<file path="src/rvc_defs.svh">
/*
 * Constants of the radio variant and channel configuration bank:
 * byte addresses of the configuration memory, field positions, reset
 * values, channel-code limits and interval timing.
 * Assumes a byte-wide configuration port and a 100 MHz clock.
 */
`ifndef RVC_DEFS_SVH
`define RVC_DEFS_SVH

// ****************************************************************
// Configuration memory map (byte addresses)
// ****************************************************************
`define RVC_ADDR_W 10
`define RVC_CUST_LAST 10'h0ff
`define RVC_ADDR_VARIANT 10'h100
`define RVC_ADDR_FSEL_A 10'h101
`define RVC_ADDR_FSEL_B 10'h102
`define RVC_ADDR_FSEL_C 10'h103
`define RVC_ADDR_SRC0 10'h110
`define RVC_ADDR_MANID0 10'h114
`define RVC_ADDR_PIN0 10'h116
`define RVC_PRIV_BASE 10'h200

// ****************************************************************
// Variant register fields and reset values
// ****************************************************************
`define RVC_MODE_MSB 2
`define RVC_MODE_LSB 0
`define RVC_INTERVAL_BIT 3
`define RVC_RATE_BIT 4
`define RVC_VARIANT_USED 8'h1f
`define RVC_VARIANT_RST 8'h00
`define RVC_MODE_STD 3'h0
`define RVC_MODE_RSVD 3'h7
`define RVC_FSEL_A_RST 8'h25
`define RVC_FSEL_B_RST 8'h26
`define RVC_FSEL_C_RST 8'h27

// ****************************************************************
// Channel codes and frequencies (MHz)
// ****************************************************************
`define RVC_CODE_LAST_LOW 8'h0a
`define RVC_CODE_LAST_DATA 8'h24
`define RVC_CODE_ADV_A 8'h25
`define RVC_CODE_ADV_B 8'h26
`define RVC_CODE_ADV_C 8'h27
`define RVC_CODE_LAST 8'h4e
`define RVC_BASE_MHZ 12'h960
`define RVC_ADV_A_OFS 12'h002
`define RVC_ADV_B_OFS 12'h01a
`define RVC_ADV_C_OFS 12'h050
`define RVC_LOW_OFS 12'h004
`define RVC_HIGH_OFS 12'h006
`define RVC_CUSTOM_SUB 12'h04d

// ****************************************************************
// Transmission interval timing
// ****************************************************************
`define RVC_INTERVAL_SLOW_MS 20
`define RVC_INTERVAL_FAST_MS 10
`define RVC_CLK_KHZ 100000
`define RVC_CNT_W 21

`endif

</file>
<file path="src/rvc_pkg.sv">
/*
 * Types of the radio variant and channel configuration bank.
 * Assumes rvc_defs.svh for the address and interval-counter widths.
 */
`include "rvc_defs.svh"

package rvc_pkg;

  typedef logic [`RVC_ADDR_W-1:0] rvc_addr_t;
  typedef logic [11:0] rvc_mhz_t;

  // All state of the configuration bank
  typedef struct packed {
    logic [7:0] variant;
    logic [2:0][7:0] fsel;
    logic [31:0] src;
    logic [15:0] manid;
    logic [31:0] pin;
    logic [127:0] key;
    logic [255:0][7:0] cust;
    logic [7:0] rdata;
    logic rvalid;
    logic [`RVC_CNT_W-1:0] tick_cnt;
    logic tick;
    logic [2:0][11:0] freq;
    logic [2:0] bad;
    logic [1:0] data_cnt;
    logic comm_custom;
    logic data_custom;
    logic fast;
    logic rate2m;
  } rvc_state_s;

endpackage : rvc_pkg

</file>
<file path="src/rvc_chan_if.sv">
/*
 * Carrier between the bank and its channel-code decoder.
 * Assumes both ends sit on the same clock.
 */
`timescale 1ns/100ps

interface rvc_chan_if;
  logic [2:0][7:0] code;
  logic [2:0][11:0] freq_mhz;
  logic [2:0] bad;

  modport bank (output code, input freq_mhz, input bad);
  modport dec (input code, output freq_mhz, output bad);
endinterface : rvc_chan_if

</file>
<file path="src/rvc_chan_decode.sv">
/*
 * Combinational decode of three channel-select codes to frequencies.
 * Assumes the bank registers the results before they leave the block.
 */
`timescale 1ns/100ps

module rvc_chan_decode
(
  rvc_chan_if.dec ch
);
  import rvc_pkg::*;

  // ****************************************************************
  // Code to frequency mapping
  // ****************************************************************

  // Returns {unsupported flag, frequency in MHz}
  function automatic logic [12:0] rvc_map(input logic [7:0] code);
    logic [11:0] c12;
    logic [11:0] ofs;
    logic bad;
    c12 = {4'h0, code};
    bad = 1'b0;
    if (code <= `RVC_CODE_LAST_LOW)
    begin
      ofs = `RVC_LOW_OFS + (c12 << 1);
    end
    else if (code <= `RVC_CODE_LAST_DATA)
    begin
      ofs = `RVC_HIGH_OFS + (c12 << 1);
    end
    else if (code == `RVC_CODE_ADV_A)
    begin
      ofs = `RVC_ADV_A_OFS;
    end
    else if (code == `RVC_CODE_ADV_B)
    begin
      ofs = `RVC_ADV_B_OFS;
    end
    else if (code == `RVC_CODE_ADV_C)
    begin
      ofs = `RVC_ADV_C_OFS;
    end
    else if (code <= `RVC_CODE_LAST)
    begin
      ofs = (c12 << 1) - `RVC_CUSTOM_SUB;
    end
    else
    begin
      ofs = `RVC_ADV_A_OFS;
      bad = 1'b1;
    end
    rvc_map = {bad, `RVC_BASE_MHZ + ofs};
  endfunction : rvc_map

  // One decoder per channel-select register, same encoding for all
  generate
    for (genvar i = 0; i < 3; i++)
    begin : g_chan
      assign {ch.bad[i], ch.freq_mhz[i]} = rvc_map(ch.code[i]);
    end
  endgenerate

endmodule : rvc_chan_decode

</file>
<file path="src/rvc_bank.sv">
/*
 * Radio variant and channel configuration bank of a pushbutton
 * transmitter: variant register, three channel selects, identity
 * settings, customer data area and the sealed private data area.
 * Assumes the commissioning front end presents byte accesses on the
 * same clock, and protected mode and factory reset as clean levels
 * and pulses from that front end.
 */
`timescale 1ns/100ps

// Summary of operation
// - Variant bit 3 clear gives 20 ms interval, set gives 10 ms.
// - Variant bit 4 clear gives 1 Mbit, set gives 2 Mbit.
// - Channel selects steer transmission only for modes 1 to 6.
// - Three one-byte channel selects share one code encoding.
// - Codes 0 to 39 land on even frequencies 2402 to 2480 MHz.
// - Codes 40 to 78 land on odd frequencies 2403 to 2479 MHz.
// - Codes 37, 38, 39 are advertising; 0 to 36 fill the rest.
// - A 256-byte customer area, reachable by the tool only in protected mode.
// - Bank logic never reads or changes the customer area itself.
// - Factory reset leaves the customer area untouched.
// - No external path reads or writes the private data area.
// - A 128-bit key, set at manufacture, is held for authentication.
// - Factory reset restores source address, key, maker code and access code.
// - Variant layout: mode 2:0, interval 3, rate 4, 7:5 reserved.
// - Reserved mode 0b111 behaves as mode zero.
module rvc_bank
#(
  parameter logic [127:0] FACTORY_KEY = 128'h0f1e2d3c4b5a69788796a5b4c3d2e1f0,
  parameter logic [31:0] FACTORY_SRC = 32'h00000001,  // Arbitrary value
  parameter logic [15:0] FACTORY_MANID = 16'h0001,  // Arbitrary value
  parameter logic [31:0] FACTORY_PIN = 32'h00000000,
  parameter int SLOW_CYC = `RVC_INTERVAL_SLOW_MS * `RVC_CLK_KHZ,
  parameter int FAST_CYC = `RVC_INTERVAL_FAST_MS * `RVC_CLK_KHZ
)
(
  input wire logic ref_clk_i,
  input wire logic srst_i,
  input wire logic cfg_we_i,
  input wire logic cfg_re_i,
  input wire rvc_pkg::rvc_addr_t cfg_addr_i,
  input wire logic [7:0] cfg_wdata_i,
  input wire logic prot_mode_i,
  input wire logic factory_reset_i,
  output logic [7:0] cfg_rdata_o,
  output logic cfg_rvalid_o,
  output logic tx_tick_o,
  output logic rate_2m_o,
  output logic fast_interval_o,
  output logic comm_custom_o,
  output logic data_custom_o,
  output logic [1:0] data_chan_cnt_o,
  output rvc_pkg::rvc_mhz_t freq_a_o,
  output rvc_pkg::rvc_mhz_t freq_b_o,
  output rvc_pkg::rvc_mhz_t freq_c_o,
  output logic [2:0] code_bad_o,
  output logic [127:0] key_o,
  output logic [47:0] src_addr_o,
  output logic [15:0] manid_o
);
  import rvc_pkg::*;

  // ****************************************************************
  // Constants
  // ****************************************************************

  // Upper 16 source-address bits; arbitrary value
  localparam logic [15:0] SRC_PREFIX = 16'h5a5a;
  // Terminal counts of the interval timer; the counter runs from zero
  // up to the limit, so one period spans exactly the chosen cycle count
  localparam logic [`RVC_CNT_W-1:0] SLOW_LIM = `RVC_CNT_W'(SLOW_CYC - 1);
  localparam logic [`RVC_CNT_W-1:0] FAST_LIM = `RVC_CNT_W'(FAST_CYC - 1);

  // ****************************************************************
  // State and internal signals
  // ****************************************************************

  // Registered bank state and its next value
  rvc_state_s q;
  rvc_state_s d;
  // Carrier to and from the channel decoder
  rvc_chan_if ch ();
  // Variant fields taken from the stored register
  logic [2:0] mode;
  logic custom_on;
  // Regions of the configuration address space
  logic in_cust;
  logic in_priv;
  // Terminal count in force for the present interval
  logic [`RVC_CNT_W-1:0] lim;

  // ****************************************************************
  // Channel decoder
  // ****************************************************************

  // Decoder sees the stored channel codes
  // so the frequencies change only after a select write has landed
  assign ch.code = q.fsel;

  rvc_chan_decode u_dec
  (
    .ch (ch)
  );

  // ****************************************************************
  // Address decode
  // ****************************************************************

  // Region decode of the configuration port; the private area has no
  // decode into any field, so no access can reach the key or backups
  assign in_cust = (cfg_addr_i <= `RVC_CUST_LAST);
  assign in_priv = (cfg_addr_i >= `RVC_PRIV_BASE);

  // ****************************************************************
  // Variant field decode
  // ****************************************************************

  // Reserved mode folds onto standard advertising
  assign mode = q.variant[`RVC_MODE_MSB:`RVC_MODE_LSB];
  assign custom_on = (mode != `RVC_MODE_STD) && (mode != `RVC_MODE_RSVD);
  assign lim = q.variant[`RVC_INTERVAL_BIT] ? FAST_LIM : SLOW_LIM;

  // ****************************************************************
  // Next-state logic
  // ****************************************************************

  // Register writes, reads, factory restore, interval timer and outputs
  always_comb
  begin
    d = q;
    d.rvalid = 1'b0;
    d.tick = 1'b0;
    // Configuration writes
    // Private and unmapped writes fall through untouched
    if (cfg_we_i && !in_priv)
    begin
      if (in_cust)
      begin
        if (prot_mode_i)
        begin
          d.cust[cfg_addr_i[7:0]] = cfg_wdata_i;
        end
      end
      else
      begin
        case (cfg_addr_i)
          `RVC_ADDR_VARIANT: d.variant = cfg_wdata_i & `RVC_VARIANT_USED;
          `RVC_ADDR_FSEL_A: d.fsel[0] = cfg_wdata_i;
          `RVC_ADDR_FSEL_B: d.fsel[1] = cfg_wdata_i;
          `RVC_ADDR_FSEL_C: d.fsel[2] = cfg_wdata_i;
          `RVC_ADDR_SRC0: d.src[7:0] = cfg_wdata_i;
          `RVC_ADDR_SRC0 + 10'h001: d.src[15:8] = cfg_wdata_i;
          `RVC_ADDR_SRC0 + 10'h002: d.src[23:16] = cfg_wdata_i;
          `RVC_ADDR_SRC0 + 10'h003: d.src[31:24] = cfg_wdata_i;
          `RVC_ADDR_MANID0: d.manid[7:0] = cfg_wdata_i;
          `RVC_ADDR_MANID0 + 10'h001: d.manid[15:8] = cfg_wdata_i;
          `RVC_ADDR_PIN0: d.pin[7:0] = cfg_wdata_i;
          `RVC_ADDR_PIN0 + 10'h001: d.pin[15:8] = cfg_wdata_i;
          `RVC_ADDR_PIN0 + 10'h002: d.pin[23:16] = cfg_wdata_i;
          `RVC_ADDR_PIN0 + 10'h003: d.pin[31:24] = cfg_wdata_i;
          default: d.variant = d.variant;
        endcase
      end
    end

    // Configuration reads, one cycle later; private and unmapped read zero
    if (cfg_re_i)
    begin
      d.rvalid = 1'b1;
      d.rdata = 8'h00;
      if (in_priv)
      begin
        d.rdata = 8'h00;
      end
      else if (in_cust)
      begin
        d.rdata = prot_mode_i ? q.cust[cfg_addr_i[7:0]] : 8'h00;
      end
      else
      begin
        case (cfg_addr_i)
          `RVC_ADDR_VARIANT: d.rdata = q.variant;
          `RVC_ADDR_FSEL_A: d.rdata = q.fsel[0];
          `RVC_ADDR_FSEL_B: d.rdata = q.fsel[1];
          `RVC_ADDR_FSEL_C: d.rdata = q.fsel[2];
          `RVC_ADDR_SRC0: d.rdata = q.src[7:0];
          `RVC_ADDR_SRC0 + 10'h001: d.rdata = q.src[15:8];
          `RVC_ADDR_SRC0 + 10'h002: d.rdata = q.src[23:16];
          `RVC_ADDR_SRC0 + 10'h003: d.rdata = q.src[31:24];
          `RVC_ADDR_MANID0: d.rdata = q.manid[7:0];
          `RVC_ADDR_MANID0 + 10'h001: d.rdata = q.manid[15:8];
          `RVC_ADDR_PIN0: d.rdata = q.pin[7:0];
          `RVC_ADDR_PIN0 + 10'h001: d.rdata = q.pin[15:8];
          `RVC_ADDR_PIN0 + 10'h002: d.rdata = q.pin[23:16];
          `RVC_ADDR_PIN0 + 10'h003: d.rdata = q.pin[31:24];
          default: d.rdata = 8'h00;
        endcase
      end
    end

    // Factory restore wins over a same-cycle write; customer area untouched
    // The backups live only here, as parameters outside the address map
    if (factory_reset_i)
    begin
      d.src = FACTORY_SRC;
      d.key = FACTORY_KEY;
      d.manid = FACTORY_MANID;
      d.pin = FACTORY_PIN;
    end

    // Interval timer restarts when the limit shrinks below the count
    // Switching to the short interval may thus tick at once
    if (q.tick_cnt >= lim)
    begin
      d.tick_cnt = '0;
      d.tick = 1'b1;
    end
    else
    begin
      d.tick_cnt = q.tick_cnt + `RVC_CNT_W'(1);
    end

    // Radio settings from the variant register and channel decoder
    // Registered once more so every output leaves from a flip-flop
    d.fast = q.variant[`RVC_INTERVAL_BIT];
    d.rate2m = q.variant[`RVC_RATE_BIT];
    d.comm_custom = custom_on && mode[2];
    d.data_custom = custom_on;
    case (mode)
      3'h1, 3'h4: d.data_cnt = 2'h3;
      3'h2, 3'h5: d.data_cnt = 2'h2;
      3'h3, 3'h6: d.data_cnt = 2'h1;
      default: d.data_cnt = 2'h3;
    endcase
    for (int i = 0; i < 3; i++)
    begin
      d.freq[i] = ch.freq_mhz[i];
      d.bad[i] = ch.bad[i];
    end

    // Synchronous reset restores settings; stored customer bytes persist
    // Reset comes last so that it overrides every access in its cycle
    if (srst_i)
    begin
      d = '0;
      d.cust = q.cust;
      d.variant = `RVC_VARIANT_RST;
      d.fsel[0] = `RVC_FSEL_A_RST;
      d.fsel[1] = `RVC_FSEL_B_RST;
      d.fsel[2] = `RVC_FSEL_C_RST;
      d.src = FACTORY_SRC;
      d.key = FACTORY_KEY;
      d.manid = FACTORY_MANID;
      d.pin = FACTORY_PIN;
      d.data_cnt = 2'h3;
      d.freq[0] = `RVC_BASE_MHZ + `RVC_ADV_A_OFS;
      d.freq[1] = `RVC_BASE_MHZ + `RVC_ADV_B_OFS;
      d.freq[2] = `RVC_BASE_MHZ + `RVC_ADV_C_OFS;
    end
  end

  // ****************************************************************
  // State register
  // ****************************************************************

  // Whole bank state in one register
  always_ff @(posedge ref_clk_i)
  begin
    q <= d;
  end

  // ****************************************************************
  // Outputs
  // ****************************************************************

  // All outputs come straight from the state register, bar the SRC_PREFIX top of src_addr_o
  // Read answer of the configuration port
  assign cfg_rdata_o = q.rdata;
  assign cfg_rvalid_o = q.rvalid;

  // Interval tick and radio settings
  assign tx_tick_o = q.tick;
  assign rate_2m_o = q.rate2m;
  assign fast_interval_o = q.fast;
  assign comm_custom_o = q.comm_custom;
  assign data_custom_o = q.data_custom;
  assign data_chan_cnt_o = q.data_cnt;

  // Channel frequencies and fallback flags
  assign freq_a_o = q.freq[0];
  assign freq_b_o = q.freq[1];
  assign freq_c_o = q.freq[2];
  assign code_bad_o = q.bad;

  // Identity settings; the key goes to the radio only, never to the port
  assign key_o = q.key;
  assign src_addr_o = {SRC_PREFIX, q.src};
  assign manid_o = q.manid;

endmodule : rvc_bank

</file>
<file path="config.mk">
export PLATFORM = sky130hd
export DESIGN_NAME = rvc_bank
export DESIGN_NICKNAME = d
export VERILOG_FILES = /design/src/rvc_pkg.sv /design/src/rvc_chan_if.sv /design/src/rvc_chan_decode.sv /design/src/rvc_bank.sv
export VERILOG_INCLUDE_DIRS = /design/src
export SDC_FILE = /design/constraint.sdc
export NUM_CORES = 2
export LEC_CHECK = 0
export BUFFER_PORTS_ARGS = -buffer_cell sky130_fd_sc_hd__buf_2
export CAP_MARGIN = 20
export CORE_AREA = 2 2 449 451
export CTS_BUF_LIST = sky130_fd_sc_hd__clkbuf_4
export DETAILED_ROUTE_END_ITERATION = 8
export DIE_AREA = 0 0 451 453
export PLACE_DENSITY_LB_ADDON = 0.15
export SETUP_SLACK_MARGIN = 0.15
export SYNTH_ARGS = -nofsm -noshare
export SYNTH_HDL_FRONTEND = slang
export SYNTH_SLANG_ARGS = --single-unit
</file>
<file path="constraint.sdc">
create_clock -name ref_clk_i -period 3.7 [get_ports ref_clk_i]
set_input_delay 0.555 -clock ref_clk_i [delete_from_list [all_inputs] [get_ports ref_clk_i]]
set_output_delay 0.555 -clock ref_clk_i [all_outputs]
set_load 0.05 [all_outputs]
</file>
==> impl_metrics.ini <==
[pwr]
cellPowerDensity_nw_per_um2 = 500
power_frac_seq = 0.532
power_frac_comb = 0.058
ir_drop_mv = 0.253
p_total_w = 0.0518
p_switching_w = 0.0119
pwr-share-clk = 0.410
switching_share = 0.229
leakagePower_nw = 34.7
internal-power_w = 0.0399

[timing]
max_freq_ghz = 0.303
final_hold_viol_count = 0
fin_crit_sh = 0.892
setup_viol = 0
period_minus_slack_ns = 3.30
tightest_slew_ns = 1.11
rsz0062_at_grt = true
fin_skew_ns = 0.124
slew_headroom = 0.248
slew_violations = 0

[worst_hold_path]
hold_depth = 5
holdCritPathClass = input pin to flip-flop
min-delay-start = cfg_addr_i[5]
whs_endpoint = q[1259]

[finish]
final_cell_mix = edfxtp_1 (2048), clkbuf_4 (859), mux4_2 (508)
regArea_sq_um = 65200
drive_gt1_frac = 0.342
multi_input_area_sq_um = 21500
layout.nets = 5932
fin_cells = 8918
fill_cells = 16358
layout_commonest_cell = edfxtp_1
syn2layout_area_growth_pct = 15.6

[global_routing]
grt_max_degree = 108
grt_pass1_wl_mm = 357
top_usage_layer = met2
antenna_found_initial = 12
use_met3 = 0.0483
grt_pass1_vias = 51612
track_usage = 0.242
globalRouteOverflowTotal = 0
use_met1 = 0.334
met2_usage = 0.381

[place]
gp_congestion = 0.915
dp_hpwl_mm = 160
numPortBuffers = 126
dp_cells = 7910

[logic_synthesis]
synth_top_area_share = 0.687
synth-seq-cells = 2233
synth_compound_area_frac = 0.0481
syn-instance-count = 4955
ys.flop_type = edfxtp_1
synth_top_family_by_area = multiplexers
synth-seq-area-share = 0.729
synth_simple_gate_area_frac = 0.0425
ys_async_sr_fraction = 0
ys_warn_count = 0
synthTopCellsByArea = edfxtp_1 (69%), mux4_2 (13%), dfxtp_1 (4.1%)
syn_area_sq_um = 89500
synth.area.mux_share = 0.135
syn_avg_cell_area_sq_um = 18.1
synth_top_cell_by_area = edfxtp_1
synth_cell_types = 68
synth_xor_area_frac = 0.00362
synth_fa_ha_area_frac = 0.00420
synth-edff-count = 2048

[drt]
vias = 50799
wl_per_cell_microns = 27.9
drc_errors = 0
via_per_inst = 5.70
drt_iter0_drc = 5479
wirelength_mm = 249
first_pass_iters = 8
postRouteAntennaNets = 0

[setup_path]
crit_path_end_kind = flip-flop
reg2reg_to = cfg_rdata_o[7]
crit_type = input pin to flip-flop
setup.worst_path.start_class = input pin
worstPathArrival_ns = 4.53
cp_max_fo = 19
rrSetupSlack_ns = 0.47
slowest_delay_ns = 0.57
r2r_cells = 10
crit_path_top_delay_cell = dlygate4sd3_1
cp.required_ns = 4.93
path_cells = buf_8 > buf_12 > buf_12 > nor2b_1 > and2_1 > a222oi_1 > nor2_1 > nor3_1 > buf_4 > nand4_1 > dlygate4sd3_1 > o211a_1 > dlygate4sd3_1
r2r-start = q[1803]

[cts]
cts_tree = done
root_buffer = clkbuf_4
clk_pin_slew_ns = 0.07
clock_latency_ns = 1.39
h-tree-depth = 6
cts_max_path_buffers = 4
cts_sinks = 2233
numCtsBuffers = 597

[die]
die-area_sq_um = 204000
core_area_sq_um = 199000
ios = 271
initial_core_util = 0.449
die_h_microns = 453
num_rows = 164
die-width_microns = 451

[status]
status = completed

[flow_run]
maxCapViolations = 0
-- registers in the layout, indices dropped and copies added (netlist names), 2 cells and up --
register / flops
cfg_rdata_o: 8
ch.code: 24
code_bad_o: 3
data_chan_cnt_o: 2
freq_a_o: 12
freq_b_o: 12
freq_c_o: 12
manid_o: 16
mode: 3
q: 2103
src_addr_o: 32
-- routing by layer --
metal | part of all wire | wire (microns) | up-vias
met5 | 0.00011 | 27 | -
met2 | 0.48 | 119000 | 2182
li1 | - | - | 21710
met4 | 0.034 | 8380 | 4
met1 | 0.42 | 104000 | 26459
met3 | 0.071 | 17700 | 444
-- power groups by stage --
stage	Combinational, W	Sequential (W)	Clock, W
5_1_grt	0.00313	0.0275	0.0231
3_3_place_gp	0.00296	0.0281	0
4_1_cts	0.00301	0.0275	0.0218
2_1_floorplan	0.00171	0.0281	0
3_5_place_dp	0.00299	0.0281	0
6_report	0.00300	0.0275	0.0212
-- per-stage QoR --
stage	instance area, sq um	utilization	hold WS (ns)	setup slack (ns)	setup TNS (ns)
2_1_floorplan	90000	-	0.428	0.646	0
3_3_place_gp	96000	0.482	0.437	-0.364	-1.15
3_5_place_dp	96000	0.482	0.443	-0.362	-0.923
4_1_cts	103000	0.519	0.0300	0.370	0
5_1_grt	103000	0.519	0.0761	0.122	0
6_report	103000	0.519	0.173	0.398	0
-- how the worst max path moves through the flow --
stage / cells after the start / endpoint / from / slack [ns]
finish: 13 / cfg_rdata_o[4] / cfg_addr_i[0] / 0.40
global placement: 12 / cfg_rdata_o[3] / cfg_addr_i[0] / -0.36
detailed placement: 12 / cfg_rdata_o[3] / cfg_addr_i[0] / -0.36
floorplan: 8 / q[580] / cfg_addr_i[1] / 0.65
global route: 13 / freq_b_o[7] / ch.code[10] / 0.12
CTS: 12 / freq_a_o[11] / ch.code[1] / 0.37
-- final cells by class --
type | instances | area share
sequential | 2233 | 0.630
multi-input combinational | 2301 | 0.208
clock buffer | 859 | 0.0623
timing repair buffer | 720 | 0.0592
tap | 2656 | 0.0321
clock inverter | 115 | 0.00740
inverter | 25 | 0.000907
antenna | 9 | 0.000218
-- cells in the mapped netlist, types with 14 or more instances --
master	count
a22oi_1	230
dfxtp_1	185
nor3_1	38
o41ai_1	25
nand4_1	27
o21ai_0	30
buf_1	16
xor2_1	30
and3_1	25
inv_1	25
nand3_1	82
buf_2	49
ha_1	30
clkbuf_1	181
a31oi_1	14
buf_4	263
nand2_1	289
nor2b_1	21
mux4_2	508
a21oi_1	238
mux2i_1	57
buf_6	31
edfxtp_1	2048
nor2_1	325
-- critical path, delay by kind of cell --
| kind | cells | cell delay (ns) |
|---|---|---|
| compound gates | 2 | 0.77 |
| buf+inv | 6 | 2.08 |
| simple gates | 5 | 1.09 |
-- cell families after synthesis --
kind of cell	count (synthesis)
compound gates	650
other cells	2
fa+ha+maj	30
mux	568
simple gates	869
xor+xnor	37
flops	2233
buf+inv	566
-- what timing repair did --
item,4_1_cts,5_1_grt
hold buffers,25,0
hold endpoints to repair,1823,0
resized for setup,0,2
setup endpoints to repair,0,3
buffers inserted,0,0
Power figures use the tool's default switching activity.
